`src/hw/asp_pkg.sv`:
```
// Shared constants, field positions and state types of the serial port block
package asp_pkg;
	// Register byte offsets
	localparam logic [7:0] ASP_OFS_MODE = 8'h00;
	localparam logic [7:0] ASP_OFS_STATUS = 8'h04;
	localparam logic [7:0] ASP_OFS_TXDATA = 8'h08;
	localparam logic [7:0] ASP_OFS_RXDATA = 8'h0c;
	localparam logic [7:0] ASP_OFS_DIVISOR = 8'h10;
	localparam logic [7:0] ASP_OFS_UNMAPPED = 8'hff;
	// Mode register field positions
	localparam int ASP_MODE_ON = 15;
	localparam int ASP_MODE_IDLE_STOP = 13;
	localparam int ASP_MODE_IR_EN = 12;
	localparam int ASP_MODE_RTS_MODE = 11;
	localparam int ASP_MODE_PIN_SET = 8;
	localparam int ASP_MODE_WAKE = 7;
	localparam int ASP_MODE_LOOPBACK = 6;
	localparam int ASP_MODE_AUTO_RATE = 5;
	localparam int ASP_MODE_RX_INV = 4;
	localparam int ASP_MODE_HIGH_SPEED = 3;
	localparam int ASP_MODE_FRAMING = 1;
	localparam int ASP_MODE_STOP_COUNT = 0;
	localparam logic [15:0] ASP_MODE_WR_MASK = 16'hbbff;
	localparam logic [15:0] ASP_MODE_RESET = 16'h0000;
	localparam logic [15:0] ASP_DIV_RESET = 16'h0040;
	// Status register field positions
	localparam int ASP_STA_AUTO_MATCH = 24;
	localparam int ASP_STA_MATCH = 16;
	localparam int ASP_STA_TX_IRQ_SEL = 14;
	localparam int ASP_STA_TX_INV = 13;
	localparam int ASP_STA_RX_EN = 12;
	localparam int ASP_STA_BREAK = 11;
	localparam int ASP_STA_TX_EN = 10;
	localparam int ASP_STA_RX_IRQ_SEL = 6;
	localparam int ASP_STA_ADDR_DET = 5;
	localparam int ASP_STA_OVERRUN = 1;
	// Field codes
	localparam logic [1:0] ASP_PINS_TXRX = 2'h0;
	localparam logic [1:0] ASP_PINS_RTS = 2'h1;
	localparam logic [1:0] ASP_PINS_FLOW = 2'h2;
	localparam logic [1:0] ASP_PINS_BCLK = 2'h3;
	localparam logic [1:0] ASP_FRAME_8N = 2'h0;
	localparam logic [1:0] ASP_FRAME_9N = 2'h3;
	localparam logic [1:0] ASP_TXI_FREE = 2'h0;
	localparam logic [1:0] ASP_TXI_DONE = 2'h1;
	localparam logic [1:0] ASP_TXI_EMPTY = 2'h2;
	localparam logic [1:0] ASP_RXI_ANY = 2'h0;
	localparam logic [1:0] ASP_RXI_HALF = 2'h1;
	localparam logic [1:0] ASP_RXI_MOST = 2'h2;
	localparam logic [3:0] ASP_RXI_ANY_LVL = 4'h1;
	localparam logic [3:0] ASP_RXI_HALF_LVL = 4'h4;
	localparam logic [3:0] ASP_RXI_MOST_LVL = 4'h6;
	// Buffer and timing counts (ticks of the oversampling clock)
	localparam int ASP_FIFO_WIDTH = 9;
	localparam logic [3:0] ASP_FIFO_DEPTH = 4'h8;
	localparam logic [3:0] ASP_BREAK_BITS = 4'hc;
	localparam logic [3:0] ASP_OS_STD_LAST = 4'hf;
	localparam logic [3:0] ASP_OS_FAST_LAST = 4'h3;
	localparam logic [3:0] ASP_OS_STD_MID = 4'h7;
	localparam logic [3:0] ASP_OS_FAST_MID = 4'h1;
	localparam logic [3:0] ASP_IR_STD_WIDTH = 4'h3;
	localparam logic [3:0] ASP_IR_FAST_WIDTH = 4'h1;
	localparam int ASP_MEAS_STD_SHIFT = 4;
	localparam int ASP_MEAS_FAST_SHIFT = 2;
	// State machines
	typedef enum logic [4:0] {
		ASP_T_IDLE = 5'b00001,
		ASP_T_LOAD = 5'b00010,
		ASP_T_START = 5'b00100,
		ASP_T_DATA = 5'b01000,
		ASP_T_STOP = 5'b10000
	} asp_tx_state_t;
	typedef enum logic [4:0] {
		ASP_R_IDLE = 5'b00001,
		ASP_R_START = 5'b00010,
		ASP_R_DATA = 5'b00100,
		ASP_R_STOP = 5'b01000,
		ASP_R_MEAS = 5'b10000
	} asp_rx_state_t;
endpackage

```
`src/hw/asp_fifo_if.sv`:
```
// Connection between the core and one of its character queues
interface asp_fifo_if;
	logic push;
	logic [8:0] wdata;
	logic pop;
	logic flush;
	logic [8:0] rdata;
	logic [3:0] count;
	modport user (output push, output wdata, output pop, output flush, input rdata, input count);
	modport store (input push, input wdata, input pop, input flush, output rdata, output count);
endinterface

```
`src/hw/asp_fifo.sv`:
```
// Eight-entry character queue; a pop loads the head word into the read register
module asp_fifo
	import asp_pkg::*;
(
	input wire logic clk_i,
	input wire logic rst_n_i,
	asp_fifo_if.store f
);
	typedef struct packed {
		logic [7:0][8:0] mem;
		logic [2:0] wr_ptr;
		logic [2:0] rd_ptr;
		logic [3:0] count;
		logic [8:0] rdata;
	} asp_fifo_state_t;

	asp_fifo_state_t s_r;
	asp_fifo_state_t s_nxt;
	logic do_push;
	logic do_pop;

	// Queue update; a push into a full queue is dropped, so callers check count first
	always_comb
	begin
		s_nxt = s_r;
		do_push = f.push && (s_r.count != ASP_FIFO_DEPTH);
		do_pop = f.pop && (s_r.count != 4'h0);
		if (f.flush)
		begin
			s_nxt.wr_ptr = 3'h0;
			s_nxt.rd_ptr = 3'h0;
			s_nxt.count = 4'h0;
		end
		else
		begin
			if (do_push)
			begin
				s_nxt.mem[s_r.wr_ptr] = f.wdata;
				s_nxt.wr_ptr = s_r.wr_ptr + 3'h1;
			end
			if (do_pop)
			begin
				s_nxt.rdata = s_r.mem[s_r.rd_ptr];
				s_nxt.rd_ptr = s_r.rd_ptr + 3'h1;
			end
			if (do_push && !do_pop)
				s_nxt.count = s_r.count + 4'h1;
			else if (do_pop && !do_push)
				s_nxt.count = s_r.count - 4'h1;
		end
	end

	// State register
	always_ff @(posedge clk_i or negedge rst_n_i)
	begin
		if (!rst_n_i)
			s_r <= '0;
		else
			s_r <= s_nxt;
	end

	assign f.rdata = s_r.rdata;
	assign f.count = s_r.count;
endmodule

```
`src/hw/asp_rate_div.sv`:
```
// Divisor counter giving one-cycle enables at the oversampling rate
module asp_rate_div
	import asp_pkg::*;
(
	input wire logic clk_i,
	input wire logic rst_n_i,
	input wire logic run_i,
	input wire logic [15:0] divisor_i,
	output logic tick_o
);
	typedef struct packed {
		logic [15:0] count;
		logic tick;
	} asp_div_state_t;

	asp_div_state_t s_r;
	asp_div_state_t s_nxt;

	// One tick every divisor+1 clocks; held at zero while stopped to save toggling
	always_comb
	begin
		s_nxt = s_r;
		s_nxt.tick = 1'b0;
		if (!run_i)
			s_nxt.count = 16'h0000;
		else if (s_r.count >= divisor_i)
		begin
			s_nxt.count = 16'h0000;
			s_nxt.tick = 1'b1;
		end
		else
			s_nxt.count = s_r.count + 16'h0001;
	end

	// State register
	always_ff @(posedge clk_i or negedge rst_n_i)
	begin
		if (!rst_n_i)
			s_r <= '0;
		else
			s_r <= s_nxt;
	end

	assign tick_o = s_r.tick;
endmodule

```
`src/hw/asp_top.sv`:
```
// Asynchronous serial port: registers, transmitter, receiver and pin control
//
// Added by the designer: the register addresses and register access over AHB-Lite.
module asp_top
	import asp_pkg::*;
(
	input wire logic REF_CLK_I,
	input wire logic RESETN_I,
	input wire logic HSEL_I,
	input wire logic [31:0] HADDR_I,
	input wire logic [1:0] HTRANS_I,
	input wire logic HWRITE_I,
	input wire logic [2:0] HSIZE_I,
	input wire logic [31:0] HWDATA_I,
	input wire logic HREADY_I,
	output logic HREADYOUT_O,
	output logic HRESP_O,
	output logic [31:0] HRDATA_O,
	input wire logic IDLE_MODE_I,
	input wire logic SLEEP_MODE_I,
	input wire logic SERIAL_IN_I,
	input wire logic CLEAR_TO_SEND_N_I,
	output logic SERIAL_OUT_O,
	output logic SERIAL_OUT_OE_N_O,
	output logic REQUEST_TO_SEND_N_O,
	output logic REQUEST_TO_SEND_OE_N_O,
	output logic RATE_CLOCK_O,
	output logic RATE_CLOCK_OE_N_O,
	output logic SERIAL_IN_OWN_O,
	output logic CLEAR_TO_SEND_OWN_O,
	output logic WAKE_O,
	output logic TX_IRQ_O,
	output logic RX_IRQ_O
);
	typedef struct packed {
		logic [15:0] mode;
		logic auto_match_enable;
		logic [7:0] match;
		logic [1:0] transmit_irq_select;
		logic transmit_polarity_invert;
		logic receiver_enable;
		logic break_request;
		logic transmitter_enable;
		logic [1:0] receive_irq_select;
		logic addr_detect;
		logic receive_overrun_flag;
		logic parity_err;
		logic frame_err;
		logic [15:0] divisor;
		logic wr_pend;
		logic rd_wait;
		logic [7:0] bus_addr;
		logic [31:0] rdata;
		asp_tx_state_t tx_state;
		logic [12:0] tx_shift;
		logic [3:0] tx_bits;
		logic tx_stop2;
		logic tx_is_break;
		logic [3:0] tx_tick;
		logic tx_bit;
		logic tx_pin;
		asp_rx_state_t rx_state;
		logic [8:0] rx_shift;
		logic [3:0] rx_bits;
		logic [3:0] rx_tick;
		logic rx_prev;
		logic addr_matched;
		logic [19:0] meas_count;
		logic [3:0] ir_hold;
		logic rate_clk;
		logic wake;
	} asp_core_state_t;

	asp_core_state_t s_r;
	asp_core_state_t s_nxt;
	asp_fifo_if txf ();
	asp_fifo_if rxf ();
	logic tick;
	logic on;
	logic run;
	logic fast;
	logic [1:0] framing;
	logic [1:0] pin_set;
	logic [3:0] os_last;
	logic [3:0] os_mid;
	logic [3:0] frame_bits;
	logic parity_on;
	logic rx_line;
	logic rx_level;
	logic ir_pulse_in;
	logic tx_push;
	logic tx_pop;
	logic rx_push;
	logic rx_pop;
	logic rx_flush;
	logic [8:0] rx_word;
	logic [31:0] status_word;

	// Decoded mode fields
	assign on = s_r.mode[ASP_MODE_ON];
	assign run = on && !(s_r.mode[ASP_MODE_IDLE_STOP] && IDLE_MODE_I);
	assign fast = s_r.mode[ASP_MODE_HIGH_SPEED];
	assign framing = s_r.mode[ASP_MODE_FRAMING +: 2];
	assign pin_set = s_r.mode[ASP_MODE_PIN_SET +: 2];
	assign os_last = fast ? ASP_OS_FAST_LAST : ASP_OS_STD_LAST;
	assign os_mid = fast ? ASP_OS_FAST_MID : ASP_OS_STD_MID;
	assign parity_on = framing[1] ^ framing[0];
	assign frame_bits = (framing == ASP_FRAME_8N) ? 4'h8 : 4'h9;

	// Receive line after polarity, infrared decoding, loopback and enable
	assign rx_level = SERIAL_IN_I ^ s_r.mode[ASP_MODE_RX_INV];
	assign ir_pulse_in = !rx_level;
	always_comb
	begin
		if (!s_r.receiver_enable)
			rx_line = 1'b1;
		else if (s_r.mode[ASP_MODE_LOOPBACK])
			rx_line = s_r.tx_bit;
		else if (s_r.mode[ASP_MODE_IR_EN])
			rx_line = !(ir_pulse_in || (s_r.ir_hold != 4'h0));
		else
			rx_line = rx_level;
	end

	assign status_word = {7'h00, s_r.auto_match_enable, s_r.match, s_r.transmit_irq_select,
		s_r.transmit_polarity_invert, s_r.receiver_enable, s_r.break_request,
		s_r.transmitter_enable, txf.count == ASP_FIFO_DEPTH,
		(s_r.tx_state == ASP_T_IDLE) && (txf.count == 4'h0),
		s_r.receive_irq_select, s_r.addr_detect, s_r.rx_state == ASP_R_IDLE,
		s_r.parity_err, s_r.frame_err, s_r.receive_overrun_flag, rxf.count != 4'h0};

	// Next-state logic for bus slave, transmitter and receiver
	always_comb
	begin
		s_nxt = s_r;
		tx_push = 1'b0;
		tx_pop = 1'b0;
		rx_push = 1'b0;
		rx_pop = 1'b0;
		rx_flush = 1'b0;
		rx_word = 9'h000;
		// Address phase; reads take one wait cycle so read data leave a flip-flop
		s_nxt.wr_pend = HSEL_I && HREADY_I && HTRANS_I[1] && HWRITE_I;
		s_nxt.rd_wait = HSEL_I && HREADY_I && HTRANS_I[1] && !HWRITE_I;
		if (HADDR_I[31:8] == 24'h000000)
			s_nxt.bus_addr = HADDR_I[7:0];
		else
			s_nxt.bus_addr = ASP_OFS_UNMAPPED;
		if (s_nxt.rd_wait && (s_nxt.bus_addr == ASP_OFS_RXDATA))
			rx_pop = 1'b1;
		// Read data capture
		if (s_r.rd_wait)
		begin
			if (s_r.bus_addr == ASP_OFS_MODE)
				s_nxt.rdata = {16'h0000, s_r.mode};
			else if (s_r.bus_addr == ASP_OFS_STATUS)
				s_nxt.rdata = status_word;
			else if (s_r.bus_addr == ASP_OFS_RXDATA)
				s_nxt.rdata = {23'h000000, rxf.rdata};
			else if (s_r.bus_addr == ASP_OFS_DIVISOR)
				s_nxt.rdata = {16'h0000, s_r.divisor};
			else
				s_nxt.rdata = 32'h00000000;
		end
		// Write data phase
		if (s_r.wr_pend)
		begin
			if (s_r.bus_addr == ASP_OFS_MODE)
				s_nxt.mode = HWDATA_I[15:0] & ASP_MODE_WR_MASK;
			else if (s_r.bus_addr == ASP_OFS_STATUS)
			begin
				s_nxt.auto_match_enable = HWDATA_I[ASP_STA_AUTO_MATCH];
				s_nxt.match = HWDATA_I[ASP_STA_MATCH +: 8];
				s_nxt.transmit_irq_select = HWDATA_I[ASP_STA_TX_IRQ_SEL +: 2];
				s_nxt.transmit_polarity_invert = HWDATA_I[ASP_STA_TX_INV];
				s_nxt.receiver_enable = HWDATA_I[ASP_STA_RX_EN];
				s_nxt.break_request = HWDATA_I[ASP_STA_BREAK];
				s_nxt.transmitter_enable = HWDATA_I[ASP_STA_TX_EN];
				s_nxt.receive_irq_select = HWDATA_I[ASP_STA_RX_IRQ_SEL +: 2];
				s_nxt.addr_detect = HWDATA_I[ASP_STA_ADDR_DET];
				rx_flush = s_r.receive_overrun_flag && !HWDATA_I[ASP_STA_OVERRUN];
			end
			else if (s_r.bus_addr == ASP_OFS_TXDATA)
				tx_push = on && s_r.transmitter_enable && (txf.count != ASP_FIFO_DEPTH);
			else if (s_r.bus_addr == ASP_OFS_DIVISOR)
				s_nxt.divisor = HWDATA_I[15:0];
		end

		// Transmitter
		if (run)
		begin
			if (tick && (s_r.tx_state != ASP_T_IDLE) && (s_r.tx_state != ASP_T_LOAD))
				s_nxt.tx_tick = (s_r.tx_tick == os_last) ? 4'h0 : s_r.tx_tick + 4'h1;
			case (s_r.tx_state)
				ASP_T_IDLE:
				begin
					s_nxt.tx_tick = 4'h0;
					if (s_r.transmitter_enable && s_r.break_request)
					begin
						s_nxt.tx_shift = 13'h0000;
						s_nxt.tx_bits = ASP_BREAK_BITS;
						s_nxt.tx_is_break = 1'b1;
						s_nxt.tx_state = ASP_T_START;
					end
					else if (s_r.transmitter_enable && (txf.count != 4'h0) &&
						((pin_set != ASP_PINS_FLOW) || !CLEAR_TO_SEND_N_I))
					begin
						tx_pop = 1'b1;
						s_nxt.tx_state = ASP_T_LOAD;
					end
				end
				ASP_T_LOAD:
				begin
					s_nxt.tx_is_break = 1'b0;
					s_nxt.tx_bits = frame_bits;
					if (framing == ASP_FRAME_9N)
						s_nxt.tx_shift = {4'h0, txf.rdata};
					else if (parity_on)
						s_nxt.tx_shift = {4'h0, (^txf.rdata[7:0]) ^ framing[1], txf.rdata[7:0]};
					else
						s_nxt.tx_shift = {5'h00, txf.rdata[7:0]};
					s_nxt.tx_state = ASP_T_START;
				end
				ASP_T_START:
				begin
					if (tick && (s_r.tx_tick == os_last))
						s_nxt.tx_state = ASP_T_DATA;
				end
				ASP_T_DATA:
				begin
					if (tick && (s_r.tx_tick == os_last))
					begin
						s_nxt.tx_shift = {1'b0, s_r.tx_shift[12:1]};
						s_nxt.tx_bits = s_r.tx_bits - 4'h1;
						s_nxt.tx_stop2 = s_r.mode[ASP_MODE_STOP_COUNT] && !s_r.tx_is_break;
						if (s_r.tx_bits == 4'h1)
							s_nxt.tx_state = ASP_T_STOP;
					end
				end
				ASP_T_STOP:
				begin
					if (tick && (s_r.tx_tick == os_last))
					begin
						if (s_r.tx_stop2)
							s_nxt.tx_stop2 = 1'b0;
						else
						begin
							s_nxt.tx_state = ASP_T_IDLE;
							if (s_r.tx_is_break)
								s_nxt.break_request = 1'b0;
						end
					end
				end
				default:
					s_nxt.tx_state = ASP_T_IDLE;
			endcase
		end
		// Disabling aborts the frame in flight; the queue is flushed by the same term
		if (!on || !s_r.transmitter_enable)
			s_nxt.tx_state = ASP_T_IDLE;
		if (s_nxt.tx_state == ASP_T_START)
			s_nxt.tx_bit = 1'b0;
		else if (s_nxt.tx_state == ASP_T_DATA)
			s_nxt.tx_bit = s_nxt.tx_shift[0];
		else
			s_nxt.tx_bit = 1'b1;
		// Pin level: short pulse in the first part of each zero bit when coding is on
		if (s_r.mode[ASP_MODE_IR_EN])
			s_nxt.tx_pin = (!s_nxt.tx_bit && (s_nxt.tx_tick <
				(fast ? ASP_IR_FAST_WIDTH : ASP_IR_STD_WIDTH))) ^
				s_r.transmit_polarity_invert;
		else
			s_nxt.tx_pin = s_nxt.tx_bit ^ s_r.transmit_polarity_invert;

		// Receiver
		if (run)
		begin
			s_nxt.rx_prev = rx_line;
			if (ir_pulse_in)
				s_nxt.ir_hold = os_last;
			else if (tick && (s_r.ir_hold != 4'h0))
				s_nxt.ir_hold = s_r.ir_hold - 4'h1;
			if (tick && ((s_r.rx_state == ASP_R_START) || (s_r.rx_state == ASP_R_DATA) ||
				(s_r.rx_state == ASP_R_STOP)))
				s_nxt.rx_tick = (s_r.rx_tick == os_last) ? 4'h0 : s_r.rx_tick + 4'h1;
			case (s_r.rx_state)
				ASP_R_IDLE:
				begin
					s_nxt.rx_tick = 4'h0;
					s_nxt.meas_count = 20'h00000;
					if (s_r.rx_prev && !rx_line)
						s_nxt.rx_state = s_r.mode[ASP_MODE_AUTO_RATE] ? ASP_R_MEAS : ASP_R_START;
				end
				ASP_R_START:
				begin
					// A start bit gone by mid-period is a glitch, not a character
					if (tick && (s_r.rx_tick == os_mid))
					begin
						s_nxt.rx_tick = 4'h0;
						s_nxt.rx_bits = frame_bits;
						s_nxt.rx_state = rx_line ? ASP_R_IDLE : ASP_R_DATA;
					end
				end
				ASP_R_DATA:
				begin
					if (tick && (s_r.rx_tick == os_last))
					begin
						s_nxt.rx_shift = {rx_line, s_r.rx_shift[8:1]};
						s_nxt.rx_bits = s_r.rx_bits - 4'h1;
						if (s_r.rx_bits == 4'h1)
							s_nxt.rx_state = ASP_R_STOP;
					end
				end
				ASP_R_STOP:
				begin
					if (tick && (s_r.rx_tick == os_last))
					begin
						s_nxt.rx_state = ASP_R_IDLE;
						s_nxt.frame_err = !rx_line;
						s_nxt.parity_err = parity_on && ((^s_r.rx_shift) != framing[1]);
						if (framing == ASP_FRAME_9N)
							rx_word = s_r.rx_shift;
						else if (parity_on)
							rx_word = {1'b0, s_r.rx_shift[7:0]};
						else
							rx_word = {1'b0, s_r.rx_shift[8:1]};
						// Address filtering applies to nine-bit characters only
						if ((framing == ASP_FRAME_9N) && s_r.auto_match_enable)
						begin
							if (rx_word[8])
								s_nxt.addr_matched = (rx_word[7:0] == s_r.match);
							rx_push = rx_word[8] ? (rx_word[7:0] == s_r.match) : s_r.addr_matched;
						end
						else if ((framing == ASP_FRAME_9N) && s_r.addr_detect)
							rx_push = rx_word[8];
						else
							rx_push = 1'b1;
						// Characters arriving while overrun stands are dropped
						if (rx_push && (s_r.receive_overrun_flag || (rxf.count == ASP_FIFO_DEPTH)))
						begin
							s_nxt.receive_overrun_flag = 1'b1;
							rx_push = 1'b0;
						end
					end
				end
				ASP_R_MEAS:
				begin
					// Start bit length in clocks divided by the oversampling ratio
					if (rx_line)
					begin
						if (s_r.meas_count[19:ASP_MEAS_FAST_SHIFT + 1] != 17'h00000)
							s_nxt.divisor = fast ?
								s_r.meas_count[ASP_MEAS_FAST_SHIFT +: 16] - 16'h0001 :
								s_r.meas_count[ASP_MEAS_STD_SHIFT +: 16] - 16'h0001;
						s_nxt.mode[ASP_MODE_AUTO_RATE] = 1'b0;
						s_nxt.rx_tick = os_mid + 4'h1;
						s_nxt.rx_bits = frame_bits;
						s_nxt.rx_state = ASP_R_DATA;
					end
					else if (s_r.meas_count != 20'hfffff)
						s_nxt.meas_count = s_r.meas_count + 20'h00001;
				end
				default:
					s_nxt.rx_state = ASP_R_IDLE;
			endcase
		end
		// Clearing overrun empties queue and shifter; the clear wins over a character finishing the same cycle
		if (rx_flush && !(s_nxt.receive_overrun_flag && !s_r.receive_overrun_flag))
		begin
			s_nxt.receive_overrun_flag = 1'b0;
			s_nxt.rx_state = ASP_R_IDLE;
			s_nxt.rx_shift = 9'h000;
			rx_push = 1'b0;
		end
		else
			rx_flush = 1'b0;
		if (!on)
			s_nxt.rx_state = ASP_R_IDLE;

		// Rate clock output and sleep wake-up
		if (!on)
			s_nxt.rate_clk = 1'b0;
		else if (tick)
			s_nxt.rate_clk = !s_r.rate_clk;
		if (!SLEEP_MODE_I)
			s_nxt.wake = 1'b0;
		else if (on && s_r.mode[ASP_MODE_WAKE] && s_r.rx_prev && !rx_line)
			s_nxt.wake = 1'b1;
	end

	// State register
	always_ff @(posedge REF_CLK_I or negedge RESETN_I)
	begin
		if (!RESETN_I)
		begin
			s_r <= '0;
			s_r.mode <= ASP_MODE_RESET;
			s_r.divisor <= ASP_DIV_RESET;
			s_r.tx_state <= ASP_T_IDLE;
			s_r.rx_state <= ASP_R_IDLE;
			s_r.tx_bit <= 1'b1;
			s_r.tx_pin <= 1'b1;
			s_r.rx_prev <= 1'b1;
		end
		else
			s_r <= s_nxt;
	end

	// Queues; both are held empty while the port is off
	assign txf.push = tx_push;
	assign txf.wdata = HWDATA_I[8:0];
	assign txf.pop = tx_pop;
	assign txf.flush = !on || !s_r.transmitter_enable;
	assign rxf.push = rx_push;
	assign rxf.wdata = rx_word;
	assign rxf.pop = rx_pop;
	assign rxf.flush = !on || rx_flush;

	asp_fifo u_tx_fifo (
		.clk_i(REF_CLK_I),
		.rst_n_i(RESETN_I),
		.f(txf)
	);

	asp_fifo u_rx_fifo (
		.clk_i(REF_CLK_I),
		.rst_n_i(RESETN_I),
		.f(rxf)
	);

	asp_rate_div u_rate_div (
		.clk_i(REF_CLK_I),
		.rst_n_i(RESETN_I),
		.run_i(run),
		.divisor_i(s_r.divisor),
		.tick_o(tick)
	);

	// Bus answers
	assign HREADYOUT_O = !s_r.rd_wait;
	assign HRESP_O = 1'b0;
	assign HRDATA_O = s_r.rdata;

	// Pin ownership; enables are low while the port drives
	assign SERIAL_OUT_O = s_r.tx_pin;
	assign SERIAL_OUT_OE_N_O = !(on && s_r.transmitter_enable);
	assign REQUEST_TO_SEND_N_O = s_r.mode[ASP_MODE_RTS_MODE] ?
		(s_r.tx_state == ASP_T_IDLE) : (rxf.count == ASP_FIFO_DEPTH);
	assign REQUEST_TO_SEND_OE_N_O = !(on && ((pin_set == ASP_PINS_RTS) ||
		(pin_set == ASP_PINS_FLOW)));
	assign RATE_CLOCK_O = s_r.rate_clk;
	assign RATE_CLOCK_OE_N_O = !(on && (pin_set == ASP_PINS_BCLK));
	assign SERIAL_IN_OWN_O = on && s_r.receiver_enable;
	assign CLEAR_TO_SEND_OWN_O = on && (pin_set == ASP_PINS_FLOW);
	assign WAKE_O = s_r.wake;

	// Interrupt levels from queue fill state, with transmitter idle added for the done select
	always_comb
	begin
		case (s_r.transmit_irq_select)
			ASP_TXI_FREE: TX_IRQ_O = on && (txf.count != ASP_FIFO_DEPTH);
			ASP_TXI_DONE: TX_IRQ_O = on && (s_r.tx_state == ASP_T_IDLE) && (txf.count == 4'h0);
			ASP_TXI_EMPTY: TX_IRQ_O = on && (txf.count == 4'h0);
			default: TX_IRQ_O = 1'b0;
		endcase
		case (s_r.receive_irq_select)
			ASP_RXI_ANY: RX_IRQ_O = rxf.count >= ASP_RXI_ANY_LVL;
			ASP_RXI_HALF: RX_IRQ_O = rxf.count >= ASP_RXI_HALF_LVL;
			ASP_RXI_MOST: RX_IRQ_O = rxf.count >= ASP_RXI_MOST_LVL;
			default: RX_IRQ_O = 1'b0;
		endcase
	end
endmodule

```
`config.mk`:
```
export PLATFORM = sky130hd
export DESIGN_NAME = asp_top
export DESIGN_NICKNAME = d
export VERILOG_FILES = /design/src/hw/asp_pkg.sv /design/src/hw/asp_fifo_if.sv /design/src/hw/asp_fifo.sv /design/src/hw/asp_rate_div.sv /design/src/hw/asp_top.sv
export SDC_FILE = /design/constraint.sdc
export NUM_CORES = 1
export LEC_CHECK = 0
export ABC_AREA = 1
export BUFFER_PORTS_ARGS = -buffer_cell sky130_fd_sc_hd__buf_4
export CAP_MARGIN = 20
export CORE_AREA = 2 2 201 203
export DETAILED_ROUTE_END_ITERATION = 8
export DIE_AREA = 0 0 203 205
export HOLD_SLACK_MARGIN = 0.06
export PLACE_DENSITY_LB_ADDON = 0.15
export SLEW_MARGIN = 10
export SYNTH_ARGS = -nofsm -noshare
export SYNTH_HDL_FRONTEND = slang
export SYNTH_SLANG_ARGS = --single-unit
export TNS_END_PERCENT = 20
```
`constraint.sdc`:
```
create_clock -name REF_CLK_I -period 2.9 [get_ports REF_CLK_I]
set_input_delay 0.145 -clock REF_CLK_I [delete_from_list [all_inputs] [get_ports REF_CLK_I]]
set_output_delay 0.145 -clock REF_CLK_I [all_outputs]
set_load 0.05 [all_outputs]
```
# --- Word level (Yosys, flattened, before mapping) ---
# Index checks and enable logic that the tools add are counted.
# Widths: inputs -> output; s select.
word_totals:
  input_bits: 78
  out_inout_bits: 45
  elab_cells: 434
  ff_bits: 372
op_classes:
  bitwise: 8
  muxes: 152
  n_lt_le_gt_ge: 11
  reduce_logical: 123
  addsub: 18
  n_eq_ne: 58
ops:
  columns: ["cell", "n"]
  rows:
  - ["$mux 16", 13]
  - ["$bwmux 72", 2]
  - ["$mux 9", 13]
  - ["$mux 5", 14]
  - ["$bmux 9 s3", 2]
  - ["$demux 9 s3", 2]
  - ["$mux 18", 3]
  - ["$mux 1", 53]
  - ["$logic_and 1x1->1", 51]
  - ["$pmux 17 s3", 1]
  - ["$mux 25", 2]
  - ["$pmux 5 s5", 2]
  - ["$mux 4", 12]
  - ["$mux 48", 1]
  - ["$mux 20", 2]
  - ["$pmux 20 s2", 1]
  - ["$mux 8", 4]
  - ["$sub 16x1->16 const B", 2]
  - ["$mux 28", 1]
  - ["$eq 8x4->1 const B", 3]
  - ["$logic_not 24->1", 1]
  - ["$mux 24", 1]
  - ["$mux 3", 8]
  - ["$pmux 4 s3", 2]
  - ["other kinds (63)", 174]

# --- Depth between registers and ports, before layout ---
depth:
  word_depth: 27
  depth_mapped: 19
  depth_no_buf: 19

# --- Modules after synthesis ---
# A second synthesis with hierarchy kept.
unflattened:
  cells_unflattened: 2477
  area_unflattened_um2: 20245.7
modules_own_cells:
  columns: ["mod", "instances", "area_each_um2", "seq_area_each_um2", "cells_each"]
  rows:
  - ["asp_top", 1, 10138.5, 4136.5, 1321]
  - ["asp_fifo", 2, 4415.5, 2277.2, 497]
  - ["asp_rate_div", 1, 1276.2, 425.4, 162]

# --- Least setup slack after synthesis ---
# Ideal clock, no wire load.
synth_path:
  path_kind: "flip-flop to flip-flop"
  startpoint: "register s_r, in the netlist on"
  endpoint: "register u_tx_fifo.s_r, in the netlist u_tx_fifo.f.count[3]"
  t_arrival_ps: 2852
  stages_incl_launch_ff: 13
  n_path_buf: 1
  path_slack_ps: -83
  synth_period_minus_slack_ps: 2983
  setup_time_ps: 130
  t_required_ps: 2770
  path_cell_list: "dfrtp_1 > buf_4 > nand2_1 > inv_1 > nand4_1 > nor4_1 > nand2_1 > ha_1 > and3_1 > a211oi_1 > inv_1 > nor2_1 > o22ai_1"
synth_via:
  elab_chain_len: 10
  elab_cells_between_ends: 19
  cone_classes: "mux: 7; reduce/logical: 12"
synth_rtl:
  columns: ["element", "line_no", "source"]
  rows:
  - ["from (decl)", "asp_top.sv:74", "asp_core_state_t s_r;"]
  - ["from (signal assigned)", "asp_top.sv:406", "s_r <= s_nxt;"]
  - ["$logic_and 1x1->1 (2 in series)", "asp_top.sv:184", "tx_push = on && s_r.transmitter_enable && (txf.count != ASP_FIFO_DEPTH);"]
  - ["$mux 1", "asp_top.sv:183", "else if (s_r.bus_addr == ASP_OFS_TXDATA)"]
  - ["$mux 1", "asp_top.sv:170", "else if (s_r.bus_addr == ASP_OFS_STATUS)"]
  - ["$mux 1", "asp_top.sv:168", "if (s_r.bus_addr == ASP_OFS_MODE)"]
  - ["$mux 1", "asp_top.sv:166", "if (s_r.wr_pend)"]
  - ["$logic_and 1x1->1", "asp_fifo.sv:26", "do_push = f.push && (s_r.count != ASP_FIFO_DEPTH);"]
  - ["$logic_and 1x1->1 / $logic_not 1->1 (equally long branches)", "asp_fifo.sv:46, asp_fifo.sv:48", null]
  - ["$mux 4 / $logic_and 1x1->1 (equally long branches)", "asp_fifo.sv:46, asp_fifo.sv:48", null]
  - ["$mux 10 / $reduce_bool 3->1 (equally long branches)", null, null]
  - ["to (signal assigned)", "asp_fifo.sv:59", "s_r <= s_nxt;"]
  - ["to (decl)", "asp_fifo.sv:17", "asp_fifo_state_t s_r;"]
# Parallel ways exist; a longest one is shown, timed or not.
# A chain may end at the register's enable or synchronous reset.

==> impl_summary.log <==
INFO  metric synthesis.yosys.warnings = 0
INFO  metric fin_area = 22600 µm²
INFO  metric layout.core_utilization = 57.4%
INFO  metric tritoncts = built
INFO  metric route.final.wire_length = 56500 µm
INFO  metric final_max_slew_viols = 0
INFO  metric first_iter_violations = about 1600
INFO  metric routabilityCongestion = a little under 0.9
INFO  metric power.total = 12100 µW
INFO  metric latest_clock_arrival_within_the_worst_skew_pair = 0.58 ns
INFO  metric io_pins = 123
INFO  metric class_of_the_most_critical_setup_path = reg -> reg
INFO  metric achievable-frequency = 362 MHz
INFO  metric cts.sinks = 364
INFO  metric finalNetCount = 2668
INFO  metric synth-async-reset-ratio = 100%
INFO  metric hold_path_class = in -> reg
INFO  metric synthDistinctLibCells = just under 60
INFO  metric finalClockSkew = 0.0216 ns
INFO  metric post_dp_cell_area = 20500 µm²
INFO  metric fillCellCount = 3591
INFO  metric dp_hpwl = 40200 µm
INFO  metric timing_worst_slew_pin_value = 0.986 ns
INFO  metric synthCells = 2393
INFO  metric max_cap_violations = 0
INFO  metric die_area = 41600 µm²
INFO  metric final_layout_size_suffix_gt1_share = 11.9%
INFO  metric layout_setup_ws = 0.140 ns
INFO  metric drt_pre_antenna_iters = 7
INFO  metric worst_min_path_start = HADDR_I[13]
INFO  metric synth_simple_gate_area_share = 22.1%
INFO  metric pin_count_of_the_biggest_net_entering_global_routing = between 70 and 80
INFO  metric die_w = 203 µm
INFO  metric core = 39400 µm²
INFO  metric min_tclk_post_route = 2.76 ns
INFO  metric effective_utilization_at_floorplan = 48.6%
INFO  metric placement_rows = 73
INFO  metric cp-end-kind = register
INFO  metric grt-ovfl-total = 0
INFO  metric routed_via_density = roughly 5.6
INFO  metric quantity_of_i_o_buffers_inserted_on_ports = 103
INFO  metric numCtsBuffers = 42
INFO  metric synth.mux.area_fraction = 0.222%
INFO  metric crit-reg2reg-capture = SERIAL_OUT_O
INFO  metric synth_flop_cell = sky130_fd_sc_hd__dfrtp_1
INFO  metric first_global_vias = approximately 16000
INFO  metric setup_viol = 0
INFO  metric dp_slack = between 0.05 and 0.06 ns
INFO  metric synth_enable_flop_cells = 0
INFO  metric post_drt_wl_per_cell = 18.2 µm
INFO  metric detailroute.via_count = 17235
INFO  metric combinational_family_with_the_most_area_after_synthesis = simple AND/OR/NAND/NOR gates
INFO  metric synth-seq-area-share = 47.6%
INFO  metric powerDensity = 538 nW/µm²
INFO  metric cts-htree-levels = 2
INFO  metric ctsRootBufferMaster = sky130_fd_sc_hd__clkbuf_16
INFO  metric yosysTopAreaCell = sky130_fd_sc_hd__dfrtp_1
INFO  metric worstReg2RegStart = s_r[77]
INFO  metric timing.critical_path.required = 3.37 ns
INFO  metric maximum_vdd_ir_drop = 0.000325 V
INFO  metric ys_seq_elements = 364
INFO  metric clk_pin_slew_worst_paths = approximately 0.06 ns
INFO  metric post-synth-top-count-cell = sky130_fd_sc_hd__nand2_1
INFO  metric worstSetupEndpoint = SERIAL_OUT_O
INFO  metric timing.critical_path.from_type = register
INFO  metric report.final.hold_viol_count = 0
INFO  metric clock_path_buffers = 3
INFO  metric post_synth_xor_area_fraction = 2.47%
INFO  metric r2r_setup_slack = approximately 0.14 ns
INFO  metric worst_r2r_path_depth = 16
INFO  metric status = finished, final reports clean
INFO  metric netlist.area_leader.share = 46.8%
INFO  metric synthAdderAreaFrac = 2.72%
INFO  metric drt.antenna.violating_nets = 0
INFO  metric grt.total_usage = a little over a quarter
INFO  metric number_of_antenna_violations_at_the_first_check_in_global_routing = 1
INFO  metric synth_area_per_cell = 8.00 µm²
INFO  metric critical_path.max_stage_delay = 0.40 ns
INFO  metric dieHeight = 205 µm
INFO  metric antenna-diode-count = 0
INFO  metric fin_setup_tns = 0 ns
INFO  metric path_max_fanout = 5
INFO  metric cp_slowest_cell = sky130_fd_sc_hd__dfrtp_1
INFO  metric grt_pass1_wl = 88200 µm
INFO  metric remaining_drc_errors = 0
INFO  metric cp-startpoint = s_r[77]
INFO  metric maxSlewHeadroom = 33.8%
INFO  metric crit_arrival = 3.23 ns
INFO  metric total_leakage_power = 0.0110 µW
INFO  metric critical_path.cell_chain = nor2_1 -> nand4_1 -> nand2_1 -> nor2_1 -> nand2_1 -> inv_1 -> o21ai_0 -> nor2_1 -> ha_1 -> or2_2 -> a21oi_1 -> nand3_1 -> inv_1 -> nand3_1 -> nand3_1 -> nand2_1
INFO  metric mappedNetlistArea = around 19000 µm²
INFO  metric post_synth_most_frequent_cells = 452 x sky130_fd_sc_hd__nand2_1, 358 x sky130_fd_sc_hd__dfrtp_1, 306 x sky130_fd_sc_hd__nor2_1, 305 x sky130_fd_sc_hd__o21ai_0, 234 x sky130_fd_sc_hd__inv_1
INFO  metric synth_compound_gate_area_share = 16.4%
INFO  metric timing.final.crit_share = 95.2%
INFO  metric syn2layout_area_growth = 18.0%
INFO  metric post_synth_main_area_contributors = sky130_fd_sc_hd__dfrtp_1 47%, sky130_fd_sc_hd__nand2_1 8.9%, sky130_fd_sc_hd__o21ai_0 8.0%
-- worst max-delay path, delay by kind of cell (launching register included) --
family	cells	cell delay [ns]
flip-flops	1	0.40
AND/OR/NAND/NOR	11	1.60
AO/OA/AOI/OAI	2	0.30
buffers and inverters	2	0.17
adder cells (fa/ha/maj)	1	0.19
-- layout by cell type (no fill, tap or decap), drive strengths merged, types with 2 or more instances in the layout --
cell type,count
buf,177
a22oi,4
o211ai,12
nand2,455
nand3b,3
and3,2
xnor2,19
a21oi,145
xor2,35
clkinvlp,2
mux2i,2
dfrtp,358
nor2,329
nor4,12
o22ai,10
or2,7
o32ai,18
mux2,2
o21ai,307
o21bai,2
o21a,5
o221ai,19
a41oi,2
conb,8
nand3,110
a221oi,3
dfstp,6
nand4,40
o31ai,10
a211oi,4
dlygate4sd3,46
nor3,36
ha,40
clkbuf,61
a31oi,18
clkinv,18
nor3b,3
inv,241
-- logic make-up after synthesis --
kind of cell	Yosys count
simple gates	988
compound gates	564
buf+inv	377
flops	364
xor+xnor	54
fa+ha+maj	41
mux	4
other cells	1
-- routing by layer --
layer	wire [µm]	up-vias	track usage [%]
li1	-	8238	-
met1	25900	8284	39.4
met2	25000	617	41.8
met3	4270	96	4.45
met4	1300	0	7.74
met5	0	-	0
-- sequential cells by signal, summed over array words and instances, names as in the netlist --
signal	cells
HRDATA_O	25
RATE_CLOCK_O	1
SERIAL_OUT_O	1
WAKE_O	1
fast	1
framing	2
on	1
pin_set	2
s_r	131
u_rate_div.s_r	16
u_rate_div.tick_o	1
u_rx_fifo.f.count	4
u_rx_fifo.f.rdata	9
u_rx_fifo.s_r	78
u_tx_fifo.f.count	4
u_tx_fifo.f.rdata	9
u_tx_fifo.s_r	78
-- cell type report --
type,count,area (µm²),share of cell area (%)
sequential,364,9120,40.4
timing repair buffer,223,1910,8.46
clock buffer,61,1240,5.51
multi-input combinational,1669,8600,38.1
tap,525,657,2.91
clock inverter,13,118,0.521
inverter,249,937,4.15
-- metrics by stage --
stage          hold slack (ns)  std cells
3_3_place_gp             0.116       2968
4_1_cts                 0.0670       3088
2_1_floorplan           -0.151       2400
5_1_grt                  0.113       3104
6_report                 0.101       3104
3_5_place_dp             0.126       2968
-- repair_timing --
action,CTS,global route
setup buffers,0,6
gates resized for setup,0,15
endpoints found under the hold margin,436,0
setup endpoints to repair,0,75
hold buffers,46,0
-- how the worst min path moves through the flow --
stage,endpoint,slack (ns),cells after the start
global route,s_r[115],0.11,6
global placement,s_r[2],0.12,1
floorplan,HRDATA_O[0],-0.15,0
finish,s_r[115],0.10,6
CTS,s_r[115],0.07,6
detailed placement,s_r[2],0.13,1
-- where the power goes --
part	internal, µW	switching, µW
logic	543	902
registers	5270	192
clock network	3070	2170
No activity file was read; power rests on OpenSTA's default activity.
